<file path="config.mk">
export PLATFORM = sky130hd
export DESIGN_NAME = afoa_core
export DESIGN_NICKNAME = d
export VERILOG_FILES = /design/src/include/afoa_pkg.sv /design/src/hw/afoa_ptr_pair.sv /design/src/hw/afoa_alu.sv /design/src/hw/afoa_core.sv
export SDC_FILE = /design/constraint.sdc
export NUM_CORES = 1
export LEC_CHECK = 0
export ABC_AREA = 1
export BUFFER_PORTS_ARGS = -buffer_cell sky130_fd_sc_hd__buf_4
export CAP_MARGIN = 30
export CORE_UTILIZATION = 55
export DETAILED_ROUTE_END_ITERATION = 10
export PLACE_DENSITY = 0.76
export SETUP_SLACK_MARGIN = 0.05
export SLEW_MARGIN = 20
export SYNTH_ARGS = -nofsm -noshare
export SYNTH_HDL_FRONTEND = slang
export SYNTH_HIERARCHICAL = 1
export SYNTH_SLANG_ARGS = --single-unit
</file>
<file path="constraint.sdc">
create_clock -name i_mclk -period 8.12 [get_ports i_mclk]
set_input_delay 1.624 -clock i_mclk [delete_from_list [all_inputs] [get_ports i_mclk]]
set_output_delay 1.624 -clock i_mclk [all_outputs]
set_load 0.005 [all_outputs]
</file>
<file path="src/include/afoa_pkg.sv">
package afoa_pkg;
  // Data path widths
  localparam int FILE_W = 8;
  localparam int ADDR_W = 12;
  localparam int PROG_W = 20;
  // Bit positions inside the condition flag register
  localparam int FLAG_C = 0;
  localparam int FLAG_NIB = 1;
  localparam int FLAG_Z = 2;
  localparam int FLAG_WRAP = 3;
  localparam int FLAG_N = 4;
  localparam int FLAG_W = 5;
  // Reset values
  localparam logic [4:0] FLAGS_RESET = 5'h00;
  localparam logic [7:0] ACC_RESET = 8'h00;
  localparam logic [3:0] BANK_RESET = 4'h0;
  localparam logic [11:0] PTR_RESET = 12'h000;
  // Special register addresses in the data space
  localparam logic [11:0] ADDR_FLAGS = 12'hfd8;
  localparam logic [11:0] ADDR_BANK = 12'hfd9;
  // Pointer page: fe0..fff, pair in addr[4:3], kind in addr[2:0]
  localparam logic [6:0] IND_PAGE = 7'h7f;
  localparam int PAIR_COUNT = 3;
  localparam logic [1:0] PAIR_NONE = 2'h3;
  localparam logic [2:0] KIND_PLAIN = 3'h0;
  localparam logic [2:0] KIND_POST_INC = 3'h1;
  localparam logic [2:0] KIND_POST_DEC = 3'h2;
  localparam logic [2:0] KIND_PRE_INC = 3'h3;
  localparam logic [2:0] KIND_ACC_OFFSET = 3'h4;
  localparam logic [2:0] KIND_LOW = 3'h5;
  localparam logic [2:0] KIND_HIGH = 3'h6;
  // Forced-access bank split and indexed window limit
  localparam logic [7:0] ACCESS_SPLIT = 8'h80;
  localparam logic [3:0] ACCESS_LOW_BANK = 4'h0;
  localparam logic [3:0] ACCESS_HIGH_BANK = 4'hf;
  localparam logic [7:0] INDEXED_LIMIT = 8'h5f;
  // Operations handed over by the instruction decoder
  typedef enum logic [3:0] {
    OP_NOP              = 4'h0,
    OP_ADD_ACC_FILE     = 4'h1,
    OP_ADD_LITERAL      = 4'h2,
    OP_FILE_MINUS_ACC   = 4'h3,
    OP_LITERAL_MINUS_ACC = 4'h4,
    OP_AND_FILE         = 4'h5,
    OP_CLEAR_FILE       = 4'h6,
    OP_BIT_CLEAR        = 4'h7,
    OP_BIT_SET          = 4'h8,
    OP_NIBBLE_SWAP      = 4'h9,
    OP_FILE_TO_FILE     = 4'ha,
    OP_ACC_TO_FILE      = 4'hb,
    OP_ROTATE_RIGHT     = 4'hc,
    OP_ROTATE_LEFT      = 4'hd,
    OP_MOVE_LITERAL     = 4'he,
    OP_GOTO_LITERAL     = 4'hf
  } afoa_op_t;
endpackage : afoa_pkg

</file>
<file path="src/hw/afoa_ptr_pair.sv">
`timescale 1ns/1ps
`default_nettype none
module afoa_ptr_pair
  import afoa_pkg::*;
(
  input  wire logic        i_mclk,
  input  wire logic        i_reset_n,
  input  wire logic        i_step_inc,
  input  wire logic        i_step_dec,
  input  wire logic        i_wr_low,
  input  wire logic        i_wr_high,
  input  wire logic [7:0]  i_wdata,
  output logic      [11:0] o_ptr
);
  logic [11:0] next_ptr;

  // A byte write beats any step, so a write through a stepping operand
  // stores the value unmodified; steps carry across the byte boundary
  always_comb begin
    next_ptr = o_ptr;
    if (i_wr_low) begin
      next_ptr = {o_ptr[11:8], i_wdata};
    end else if (i_wr_high) begin
      next_ptr = {i_wdata[3:0], o_ptr[7:0]};
    end else if (i_step_inc) begin
      next_ptr = o_ptr + 12'h001;
    end else if (i_step_dec) begin
      next_ptr = o_ptr - 12'h001;
    end
  end

  // Pointer storage
  always_ff @(posedge i_mclk or negedge i_reset_n) begin
    if (!i_reset_n) begin
      o_ptr <= PTR_RESET;
    end else begin
      o_ptr <= next_ptr;
    end
  end
endmodule : afoa_ptr_pair
`default_nettype wire

</file>
<file path="src/hw/afoa_alu.sv">
`timescale 1ns/1ps
`default_nettype none
module afoa_alu
  import afoa_pkg::*;
(
  input  wire afoa_op_t   i_op,
  input  wire logic [7:0] i_a,
  input  wire logic [7:0] i_w,
  input  wire logic       i_carry,
  input  wire logic [2:0] i_bit_sel,
  output logic      [7:0] o_result,
  output logic      [4:0] o_flags,
  output logic      [4:0] o_mask
);
  // Subtraction adds the complement plus one
  wire       is_sub  = (i_op == OP_FILE_MINUS_ACC) || (i_op == OP_LITERAL_MINUS_ACC);
  wire [7:0] addend  = is_sub ? ~i_w : i_w;
  wire [8:0] sum     = {1'b0, i_a} + {1'b0, addend} + {8'h00, is_sub};
  wire [4:0] low_sum = {1'b0, i_a[3:0]} + {1'b0, addend[3:0]} + {4'h0, is_sub};
  wire       ovf     = (i_a[7] == addend[7]) && (sum[7] != i_a[7]);
  wire [7:0] bit_one = 8'h01 << i_bit_sel;
  logic      cy;
  logic      nib;

  // Result and the set of flags each operation touches
  always_comb begin
    o_result = i_a;
    cy       = sum[8];
    nib      = low_sum[4];
    o_mask   = 5'h00;
    case (i_op)
      OP_ADD_ACC_FILE, OP_ADD_LITERAL,
      OP_FILE_MINUS_ACC, OP_LITERAL_MINUS_ACC: begin
        o_result = sum[7:0];
        o_mask   = 5'h1f;
      end
      OP_AND_FILE: begin
        o_result = i_a & i_w;
        o_mask   = 5'h14;
      end
      OP_CLEAR_FILE: begin
        o_result = 8'h00;
        o_mask   = 5'h04;
      end
      OP_BIT_CLEAR:    o_result = i_a & ~bit_one;
      OP_BIT_SET:      o_result = i_a | bit_one;
      OP_NIBBLE_SWAP:  o_result = {i_a[3:0], i_a[7:4]};
      OP_ACC_TO_FILE:  o_result = i_w;
      OP_ROTATE_RIGHT: begin
        o_result = {i_carry, i_a[7:1]};
        cy       = i_a[0];
        nib      = i_a[4];
        o_mask   = 5'h17;
      end
      OP_ROTATE_LEFT: begin
        o_result = {i_a[6:0], i_carry};
        cy       = i_a[7];
        nib      = i_a[3];
        o_mask   = 5'h17;
      end
      default:         o_result = i_a;
    endcase
  end

  // Negative follows the MSB, zero follows the whole result
  assign o_flags = {o_result[7], ovf, (o_result == 8'h00), nib, cy};
endmodule : afoa_alu
`default_nettype wire

</file>
<file path="src/hw/afoa_core.sv">
// What this block does
// - Flag-affecting result aimed at flag register is dropped; only flag effects apply.
// - Clearing the flag register sets zero and leaves other flags alone.
// - Bit clear/set, swap and all three moves never touch any flag.
// - Flags: negative 4, overflow 3, zero 2, nibble carry 1, carry 0; 7-5 zero.
// - Negative flag copies the result's top bit.
// - Overflow flag marks a signed result whose sign bit came out wrong.
// - Zero flag is set exactly when the result is zero.
// - Add/subtract: nibble carry is the carry out of bit 3.
// - Add/subtract: carry is the carry out of bit 7.
// - Subtract adds the complement, so carries read as inverted borrows.
// - Rotates load nibble carry from source bit 4 or bit 3.
// - Rotates load carry from the bit shifted out.
// - Access bit one joins bank selector and 8-bit address into 12 bits.
// - Access bit zero maps the address into the access bank, ignoring banks.
// - Full 12-bit addresses in the instruction bypass the bank selector.
// - Destination bit one writes the file, zero writes the accumulator.
// - Three pointer pairs, each a 12-bit address in two bytes.
// - Indirect operands reach the memory location their pointer pair names.
// - Indirect targets use the full pointer, ignoring bank and access bit.
// - Each pair offers increment, decrement and offset operand variants.
// - Indexed literal mode exists only with the extended set enabled.
// - Literal control transfers carry a 20-bit program address.
// - Post-inc/dec use then step; pre-inc steps first; offset adds signed accumulator.
// - Steps span the whole pair and leave the flags alone.
// - Access addresses 60h-7Fh stay in bank 0, 80h-FFh go to bank 15.
// - Extended set, access bit zero, address up to 5Fh: add third pointer.
`timescale 1ns/1ps
`default_nettype none
module afoa_core
  import afoa_pkg::*;
(
  input  wire logic        i_mclk,
  input  wire logic        i_reset_n,
  input  wire logic        i_exec,
  input  wire afoa_op_t    i_op,
  input  wire logic [7:0]  i_file_addr,
  input  wire logic        i_access_bit,
  input  wire logic        i_dest_bit,
  input  wire logic [2:0]  i_bit_sel,
  input  wire logic [7:0]  i_literal,
  input  wire logic [11:0] i_long_src,
  input  wire logic [11:0] i_long_dst,
  input  wire logic [19:0] i_prog_addr,
  input  wire logic        i_extended_isa_enable,
  input  wire logic [7:0]  i_rd_data,
  output logic             o_rd_en,
  output logic      [11:0] o_rd_addr,
  output logic             o_wr_en,
  output logic      [11:0] o_wr_addr,
  output logic      [7:0]  o_wr_data,
  output logic      [7:0]  o_acc,
  output logic      [7:0]  o_flags,
  output logic             o_prog_load,
  output logic      [19:0] o_prog_target
);
  logic [4:0]  flags;
  logic [4:0]  next_flags;
  logic [3:0]  bank_selector;
  logic [11:0] ptr [4];
  logic [7:0]  file_rd;
  logic [7:0]  alu_result;
  logic [4:0]  alu_flags;
  logic [4:0]  alu_mask;

  // Address classifier for the pointer page
  function automatic logic is_virtual(input logic [11:0] a);
    return (a[11:5] == IND_PAGE) && (a[4:3] != PAIR_NONE) && (a[2:0] <= KIND_ACC_OFFSET);
  endfunction : is_virtual

  // Effective address of a virtual operand; plain, post-inc and post-dec
  // use the pointer as it stands, and only the post kinds step it afterwards
  function automatic logic [11:0] resolve(input logic [2:0] kind,
                                          input logic [11:0] p,
                                          input logic [7:0] w);
    logic [11:0] r;
    r = p;
    case (kind)
      KIND_PRE_INC:    r = p + 12'h001;
      KIND_ACC_OFFSET: r = p + {{4{w[7]}}, w};
      default:     r = p;
    endcase
    return r;
  endfunction : resolve

  // Operation classes
  wire op_long   = (i_op == OP_FILE_TO_FILE);
  wire op_goto   = (i_op == OP_GOTO_LITERAL);
  wire lit_op    = (i_op == OP_ADD_LITERAL) || (i_op == OP_LITERAL_MINUS_ACC) ||
                   (i_op == OP_MOVE_LITERAL);
  wire uses_file = !lit_op && !op_goto && (i_op != OP_NOP);
  wire has_dest  = (i_op == OP_ADD_ACC_FILE) || (i_op == OP_FILE_MINUS_ACC) ||
                   (i_op == OP_AND_FILE) || (i_op == OP_NIBBLE_SWAP) ||
                   (i_op == OP_ROTATE_RIGHT) || (i_op == OP_ROTATE_LEFT);
  wire reads_file = uses_file && (i_op != OP_CLEAR_FILE) && (i_op != OP_ACC_TO_FILE);
  wire to_file   = (has_dest && i_dest_bit) || (uses_file && !has_dest);
  wire to_acc    = lit_op || (has_dest && !i_dest_bit);

  // Direct and forced-access address forming
  wire         idx_mode = i_extended_isa_enable && !i_access_bit &&
                          (i_file_addr <= INDEXED_LIMIT);
  wire [11:0]  idx_addr = ptr[2] + {4'h0, i_file_addr};
  wire [3:0]   acc_bank = (i_file_addr >= ACCESS_SPLIT) ?
                          ACCESS_HIGH_BANK : ACCESS_LOW_BANK;
  wire [11:0]  bank_addr = {bank_selector, i_file_addr};
  wire [11:0]  forced_addr = idx_mode ? idx_addr : {acc_bank, i_file_addr};
  wire [11:0]  direct_addr = i_access_bit ? bank_addr : forced_addr;

  // Long-form moves carry whole addresses, so the bank selector is unused
  wire [11:0] raw_src = op_long ? i_long_src : direct_addr;
  wire [11:0] raw_dst = op_long ? i_long_dst : direct_addr;

  // Virtual operand decode for source and destination
  wire        src_ind  = is_virtual(raw_src);
  wire        dst_ind  = is_virtual(raw_dst);
  wire [1:0]  src_pair = raw_src[4:3];
  wire [1:0]  dst_pair = raw_dst[4:3];
  wire [2:0]  src_kind = raw_src[2:0];
  wire [2:0]  dst_kind = raw_dst[2:0];

  // Indirect targets come from the full pointer, never from bank or access bit
  wire [11:0] eff_src = src_ind ? resolve(src_kind, ptr[src_pair], o_acc) : raw_src;
  wire [11:0] eff_dst = dst_ind ? resolve(dst_kind, ptr[dst_pair], o_acc) : raw_dst;

  // A pointer aimed at another virtual operand reads zero and drops writes
  wire src_null = src_ind && is_virtual(eff_src);
  wire dst_null = dst_ind && is_virtual(eff_dst);

  // Registers held inside this block
  wire src_flags = (eff_src == ADDR_FLAGS);
  wire src_bank  = (eff_src == ADDR_BANK);
  wire src_ptrb  = (eff_src[11:5] == IND_PAGE) && (eff_src[4:3] != PAIR_NONE) &&
                   ((eff_src[2:0] == KIND_LOW) || (eff_src[2:0] == KIND_HIGH));
  wire dst_flags = (eff_dst == ADDR_FLAGS);
  wire dst_bank  = (eff_dst == ADDR_BANK);
  wire dst_ptrb  = (eff_dst[11:5] == IND_PAGE) && (eff_dst[4:3] != PAIR_NONE) &&
                   ((eff_dst[2:0] == KIND_LOW) || (eff_dst[2:0] == KIND_HIGH));
  wire src_inner = src_flags || src_bank || src_ptrb;
  wire dst_inner = dst_flags || dst_bank || dst_ptrb;
  wire [11:0] src_ptr = ptr[eff_src[4:3]];

  // Operand fetch: inner registers are served here, the rest by the RAM
  always_comb begin
    file_rd = i_rd_data;
    if (src_null) begin
      file_rd = 8'h00;
    end else if (src_flags) begin
      file_rd = {3'b000, flags};
    end else if (src_bank) begin
      file_rd = {4'h0, bank_selector};
    end else if (src_ptrb && (eff_src[2:0] == KIND_LOW)) begin
      file_rd = src_ptr[7:0];
    end else if (src_ptrb) begin
      file_rd = {4'h0, src_ptr[11:8]};
    end
  end

  assign o_rd_en   = i_exec && reads_file && !src_inner && !src_null;
  assign o_rd_addr = eff_src;

  // Arithmetic and flag computation
  afoa_alu u_alu (
    .i_op      (i_op),
    .i_a       (lit_op ? i_literal : file_rd),
    .i_w       (o_acc),
    .i_carry   (flags[FLAG_C]),
    .i_bit_sel (i_bit_sel),
    .o_result  (alu_result),
    .o_flags   (alu_flags),
    .o_mask    (alu_mask)
  );

  wire file_wr    = i_exec && to_file && !dst_null;
  wire flag_dest  = file_wr && dst_flags;
  wire keep_result = !(flag_dest && (alu_mask != 5'h00));

  // Flag update: a flag-affecting op aimed at the flag register only
  // applies its flag effects; other ops store the result there
  always_comb begin
    next_flags = flags;
    if (i_exec) begin
      if (flag_dest && (alu_mask == 5'h00)) begin
        next_flags = alu_result[FLAG_W-1:0];
      end else begin
        next_flags = (flags & ~alu_mask) | (alu_flags & alu_mask);
      end
    end
  end

  // Pointer pairs with their byte writes and automatic steps
  genvar n;
  generate
    for (n = 0; n < PAIR_COUNT; n++) begin : g_pair
      wire src_hit = i_exec && uses_file && src_ind && (src_pair == 2'(n));
      wire dst_hit = i_exec && op_long && dst_ind && (dst_pair == 2'(n));
      wire inc_src = src_hit && ((src_kind == KIND_POST_INC) || (src_kind == KIND_PRE_INC));
      wire dec_src = src_hit && (src_kind == KIND_POST_DEC);
      wire inc_dst = dst_hit && ((dst_kind == KIND_POST_INC) || (dst_kind == KIND_PRE_INC));
      wire dec_dst = dst_hit && (dst_kind == KIND_POST_DEC);
      wire wr_byte = file_wr && dst_ptrb && (eff_dst[4:3] == 2'(n));
      afoa_ptr_pair u_ptr (
        .i_mclk     (i_mclk),
        .i_reset_n  (i_reset_n),
        .i_step_inc (inc_src || inc_dst),
        .i_step_dec (dec_src || dec_dst),
        .i_wr_low   (wr_byte && (eff_dst[2:0] == KIND_LOW)),
        .i_wr_high  (wr_byte && (eff_dst[2:0] == KIND_HIGH)),
        .i_wdata    (alu_result),
        .o_ptr      (ptr[n])
      );
    end
  endgenerate
  assign ptr[3] = PTR_RESET;

  // Flags, accumulator and bank selector move on the execute edge
  always_ff @(posedge i_mclk or negedge i_reset_n) begin
    if (!i_reset_n) begin
      flags         <= FLAGS_RESET;
      o_acc         <= ACC_RESET;
      bank_selector <= BANK_RESET;
    end else begin
      flags <= next_flags;
      if (i_exec && to_acc) begin
        o_acc <= alu_result;
      end
      if (file_wr && dst_bank && keep_result) begin
        bank_selector <= alu_result[3:0];
      end
    end
  end

  assign o_flags = {3'b000, flags};

  // RAM write issued on the same edge the flags change
  always_ff @(posedge i_mclk or negedge i_reset_n) begin
    if (!i_reset_n) begin
      o_wr_en   <= 1'b0;
      o_wr_addr <= 12'h000;
      o_wr_data <= 8'h00;
    end else begin
      o_wr_en <= file_wr && !dst_inner;
      if (file_wr && !dst_inner) begin
        o_wr_addr <= eff_dst;
        o_wr_data <= alu_result;
      end
    end
  end

  // Literal control transfer hands its full program address onward
  always_ff @(posedge i_mclk or negedge i_reset_n) begin
    if (!i_reset_n) begin
      o_prog_load   <= 1'b0;
      o_prog_target <= 20'h00000;
    end else begin
      o_prog_load <= i_exec && op_goto;
      if (i_exec && op_goto) begin
        o_prog_target <= i_prog_addr;
      end
    end
  end
endmodule : afoa_core
`default_nettype wire

</file>
# Word level (Yosys, flattened, before mapping)

Cells that the tools add are included.

Bits in registers: 95
Input port bits: 81
Output and inout bits: 71

$add $sub $neg: 15
$lt $le $gt $ge: 9
Equality and inequality tests: 52
Shifts and indexed selects: 1
Mux-type cells: 42
Bitwise gates (word level): 15
Reductions and logical operators: 123

Operators by type and width:

| kind                                                                  | count |
|---|---|
| 12-bit two-way mux                                                    | 21 |
| 8-bit two-way mux                                                     | 10 |
| 12-bit binary-select mux with 2-bit select                            | 3 |
| 8-bit one-hot mux with 9 select lines                                 | 1 |
| 1-bit logical AND                                                     | 68 |
| 12-bit by 1-bit adder with 12-bit output (second input constant)      | 5 |
| 12-bit == test (second input constant)                                | 4 |
| 12-bit one-hot mux with 2 select lines                                | 2 |
| 12-bit by 1-bit subtractor with 12-bit output (second input constant) | 3 |
| 4-bit == test (second input constant)                                 | 8 |
| 7-bit == test (second input constant)                                 | 4 |
| 12-bit adder                                                          | 2 |
| 1-bit logical OR                                                      | 24 |
| 5-bit one-hot mux with 4 select lines                                 | 1 |
| 3-bit == test (second input constant)                                 | 6 |
| 3-bit nonzero test                                                    | 6 |
| 8-bit bitwise AND                                                     | 2 |
| 4-bit by 3-bit == test with 1-bit output (second input constant)      | 4 |
| 8-bit NOT                                                             | 2 |
| 12-bit by 8-bit adder with 12-bit output                              | 1 |
| 3-bit by 2-bit == test with 1-bit output (second input constant)      | 4 |
| 3-bit <= comparator (second input constant)                           | 4 |
| 2-bit AND reduction                                                   | 6 |
| 5-bit bitwise AND                                                     | 2 |
| other kinds (35)                                                      | 64 |

# Logic depth before layout (Yosys ltp)

Word-level depth: 30
Mapped depth: 59
Mapped depth without buffers: 59

# Cells and area by module

The synthesis kept the hierarchy.

By module, submodules not included:

| module        | instances | cells each | area each (sq um) | sequential area each (sq um) |
|---|---|---|---|---|
| afoa_core     | 1         | 1280       | 7224.4            | 1476.4 |
| afoa_ptr_pair | 3         | 188        | 1169.9            | 300.3 |
| afoa_alu      | 1         | 291        | 1460.2            | 0.0 |

# Least setup slack after synthesis

No wires, ideal clock.

Path kind: input port to flip-flop
From: input i_file_addr[0]
To: register (tool-made name)
Library setup time: 0.065 ns
Arrival: 7.199 ns
Required time: 8.055 ns
Setup slack: 0.856 ns
Stages: 51
Path buffers: 1
Path through: ha_1 > inv_1 > fa_1 > inv_1 > nand3_1 > nand3_1 > nand3_1 > a21oi_1 > buf_2 > o21ai_0 > nand3_1 > inv_1 > ha_1 > fa_1 > nand3_1 > nand2_1 > nand4_1 > nand2_1 > [... 15 more ...] > nand2_1 > inv_1 > nand2_1 > nand2_1 > fa_1 > inv_1 > a21oi_1 > o21ai_0 > nand2_1 > nand3_1 > nand3_1 > nor2_1 > nand2_1 > nor2_1 > nand2_1 > nand2_1 > nand2_1 > nand2_1

RTL lines:

| element         | line            | RTL |
|---|---|---|
| start, declared | afoa_core.sv:37 | `input wire logic [7:0] i_file_addr,` |

# Final worst setup path

From: input i_file_addr[0]
To: register g_pair[2].u_ptr.o_ptr[7]

Word-level cells in the longest chain between the ends: 26

Ends and longest elaborated chain:

| element                                                                          | line                             | RTL |
|---|---|---|
| branches (longest 3 deep; another with 12-bit by 8-bit adder with 12-bit output) | --                               |  |
| 12-bit two-way mux *                                                             | afoa_core.sv:107                 | `wire [11:0] direct_addr = i_access_bit ? bank_addr : forced_addr;` |
| 12-bit two-way mux *                                                             | afoa_core.sv:110                 | `wire [11:0] raw_src = op_long ? i_long_src : direct_addr;` |
| 2-bit NOT with 3-bit output (not written as such)                                | afoa_core.sv:122                 | `wire [11:0] eff_src = src_ind ? resolve(src_kind, ptr[src_pair], o_acc) : raw_src;` |
| 12-bit binary-select mux with 2-bit select                                       | afoa_core.sv:122                 |  |
| 12-bit two-way mux (not written as such) (2 in series)                           | afoa_core.sv:122                 |  |
| 12-bit adder or 12-bit by 1-bit adder with 12-bit output (tied branches)         | afoa_core.sv:80, afoa_core.sv:79 |  |
| 12-bit one-hot mux with 2 select lines                                           | afoa_core.sv:78                  | `case (kind)` |
| [... 8 more ...]                                                                 | --                               |  |
| 8-bit two-way mux                                                                | afoa_core.sv:147                 | `end else if (src_flags) begin` |
| 8-bit two-way mux *                                                              | afoa_core.sv:145                 | `if (src_null) begin` |
| 8-bit two-way mux *                                                              | afoa_core.sv:164                 | `.i_a (lit_op ? i_literal : file_rd),` |
| 8-bit by 8-bit adder with 9-bit output                                           | afoa_alu.sv:18                   | `wire [8:0] sum = {1'b0, i_a} + {1'b0, addend} + {8'h00, is_sub};` |
| 9-bit by 1-bit adder with 9-bit output                                           | afoa_alu.sv:18                   |  |
| 8-bit one-hot mux with 9 select lines *                                          | afoa_alu.sv:31                   | `case (i_op)` |
| named net alu_flags[4]                                                           | afoa_core.sv:63                  | `logic [4:0] alu_flags;` |
| 8-bit two-way mux *                                                              | afoa_ptr_pair.sv:21              | `if (i_wr_low) begin` |
| end signal, assigned                                                             | afoa_ptr_pair.sv:37              | `o_ptr <= next_ptr;` |
| end, declared                                                                    | afoa_ptr_pair.sv:13              | `output logic [11:0] o_ptr` |

Mark *: on every way through the listed nets, which the timed path passes. The select of a mux whose other input is x is not followed.
A chain may end at the register's enable or synchronous reset.

==> results.json <==
{
  "powerDensity_nw_per_um2": 133,
  "grt_antenna_before_repair": 0,
  "setup_ws_ns": 0.411,
  "dpl-instance-area_sq_um": 14000,
  "r2r_cells": 49,
  "routed_wl_um": 47000,
  "path_max_fanout": 14,
  "clkLatencyLatePin_ns": 0.36,
  "tns_ns": 0,
  "seq_area_frac_synth_pct": 19.5,
  "viasPerCell": 5.70,
  "final.min_clock_period_ns": 7.71,
  "cts_tree": "yes",
  "postRouteAntennaNets": 0,
  "synth-xor-area-share_pct": 2.08,
  "max_freq_ghz": 0.130,
  "finalMaxSlewViolations": 0,
  "crit_top_cell": "nand2_1",
  "worstReg2RegEnd": "g_pair[2].u_ptr/o_ptr[7]",
  "numCtsBuffers": 9,
  "fin_crit_sh_pct": 94.9,
  "synth_compound_area_share_pct": 12.5,
  "synth_fa_ha_area_share_pct": 8.43,
  "dieArea_sq_um": 22800,
  "path_clk_slew_ns": 0.07,
  "synthMuxAreaShare_pct": 0,
  "required_ns": 8.34,
  "syn_area_sq_um": 12200,
  "num_rows": 54,
  "fill_cells": 2116,
  "utilization_pct": 66.3,
  "leakage_nw": 8.15,
  "cts_buffer_depth": 2,
  "min_from": "o_prog_target[16]",
  "power_mw": 1.92,
  "cp_slowest_cell": "fa_1",
  "vias": 14900,
  "dp.cells": 2599,
  "drtPass1Iterations": 9,
  "synthSimpleGateAreaFrac_pct": 45.5,
  "tightest_slew_ns": 0.684,
  "critical_path_class": "primary input to flip-flop",
  "fp.dieW_um": 151,
  "min_path_type": "flip-flop to flip-flop",
  "cts_num_sinks": 95,
  "layout_common_cells": "nand2_1, inv_1, buf_4, nor2_1, nand3_1",
  "max_cap_violations": 0,
  "grt_pass1_wl_um": 70300,
  "ios": 152,
  "worst_ep_arrival_time_ns": 7.93,
  "min_delay_path_depth": 2,
  "start_util_pct": 56.1,
  "gr-total-overflow": 0,
  "drive_gt1_share_pct": 15.3,
  "grt_pass1_vias": 13200,
  "ir_drop_uv": 110,
  "io_buffers": 148,
  "track_usage_pct": 40.5,
  "cp-start-kind": "primary input",
  "final_area_sq_um": 14400,
  "maxSlewHeadroom_pct": 53.8,
  "rsz0062_at_grt": "no",
  "synth.distinct_cells": 55,
  "grt_max_degree": 69,
  "drcViolationCount": 0,
  "fin_hold_ws_ns": 0.484,
  "place_congestion": 1.05,
  "final_common_cell": "nand2_1",
  "slowest_delay_ns": 0.41,
  "cp_top_family": "simple AND/OR/NAND/NOR gates",
  "hold_viol": 0,
  "diodes": 0,
  "finClkSkew_ns": 0.0105,
  "final-setup-viol-count": 0,
  "worstSetupEndpointType": "flip-flop",
  "place_ws_ns": 0.00280,
  "htreeDepth": 3,
  "fin_nets": 2497,
  "whs_endpoint": "o_prog_target[16]",
  "hpwlAfterDp_um": 38100,
  "dieHeight_um": 151,
  "status": "finished clean",
  "ys_ff_latch": 95,
  "path_buf_inv": 11,
  "area.growth.synth_to_final_pct": 18.3,
  "drt_iter0_drc": 1441,
  "clockRootBuffer": "clkbuf_16",
  "post_drt_wl_per_cell_um": 17.9,
  "stdcell_count": 2623,
  "cp.depth": 50,
  "synth_top_family_by_area": "simple AND/OR/NAND/NOR gates",
  "syn_area_per_cell_sq_um": 5.71,
  "r2r_slack_ns": 0.99,
  "syn_inst": 2135,
  "yosys_warnings": 6,
  "core_sq_um": 21800,
  "r2r-start": "g_pair[2].u_ptr/o_ptr[0]"
}
-- sequential cells by signal, indices dropped and copies added, names as in the netlist, named ones only --
signal / cells
bank_selector: 4
g_pair.u_ptr/o_ptr: 36
o_acc: 8
o_prog_load: 1
o_prog_target: 20
o_wr_addr: 12
o_wr_data: 8
o_wr_en: 1
-- worst max path at each step --
stage	from	end	slack, ns
after floorplan	i_file_addr[0]	flip-flop	0.86
after global placement	i_file_addr[2]	g_pair[2].u_ptr/o_ptr[5]	0.03
after detailed placement	i_file_addr[2]	g_pair[2].u_ptr/o_ptr[5]	0.003
after CTS	i_file_addr[2]	g_pair[2].u_ptr/o_ptr[5]	0.35
after global routing	i_file_addr[2]	flip-flop	0.03
final	i_file_addr[0]	g_pair[2].u_ptr/o_ptr[7]	0.41
-- tightest hold or removal path, stage by stage (launching register included) --
cell,delay [ns]
dfrtp_1,0.34
nand2_1,0.05
nand2_1,0.06
-- cells in the mapped netlist, drive strengths merged --
master / n / area (sq um)
dfrtp: 95 / 2380
xor2: 20 / 175
ha: 71 / 888
nand3: 196 / 1030
conb: 1 / 3.75
o2111ai: 1 / 8.76
o21ai: 140 / 727
and3: 1 / 6.26
o211ai: 10 / 75.1
a22oi: 9 / 67.6
nor3: 18 / 118
o31a: 1 / 8.76
nand3b: 7 / 52.6
xnor2: 9 / 78.8
nor2: 210 / 858
nand2: 824 / 3140
o22ai: 9 / 56.3
a31oi: 2 / 12.5
o221ai: 8 / 70.1
o311ai: 2 / 17.5
a21o: 3 / 22.5
fa: 7 / 140
a21boi: 1 / 7.51
inv: 312 / 1170
a221oi: 1 / 8.76
buf: 34 / 249
a21oi: 72 / 379
clkbuf: 10 / 37.5
a31o: 1 / 8.76
a211oi: 2 / 15.0
clkinv: 2 / 7.51
o21bai: 2 / 18.8
o2bb2ai: 1 / 8.76
nand4: 30 / 194
nor3b: 2 / 15.0
o21a: 1 / 7.51
or2: 20 / 133
-- logic make-up after synthesis --
group / Yosys count
AOI/OAI and AO/OA: 266
xor gates and xnor gates: 29
adders and majority gates: 78
buffers and inverters: 358
DFF: 95
other: 1
and+or+nand+nor: 1308
-- cell type report --
class                           instances  area, sq um  area share (%)
Multi-Input combinational cell       1684         8410            58.3
Sequential cell                        95         2380            16.5
Timing Repair Buffer                  234         1810            12.6
Inverter                              314         1180            8.17
Tap cell                              280          350            2.43
Clock buffer                           10          239            1.66
Clock inverter                          6         62.6           0.434
-- routing by layer --
layer	global-route usage (%)	vias to the layer above	part of all wire, %
met2	62.6	891	43
met5	0	-	0
met1	55.4	6696	40
met4	17.5	0	4.6
met3	6.63	149	12
li1	-	7209	-
-- where the power goes --
group | internal, mW | total [mW] | switching (mW)
Sequential | 0.532 | 0.597 | 0.0653
Combinational | 0.352 | 0.887 | 0.535
Clock | 0.225 | 0.440 | 0.215
-- repair_timing --
item	in CTS	in global routing
setup buffers	0	6
hold buffers	0	0
resized for setup	0	14
setup endpoints to repair	0	30
(Power assumes the default switching activity.)
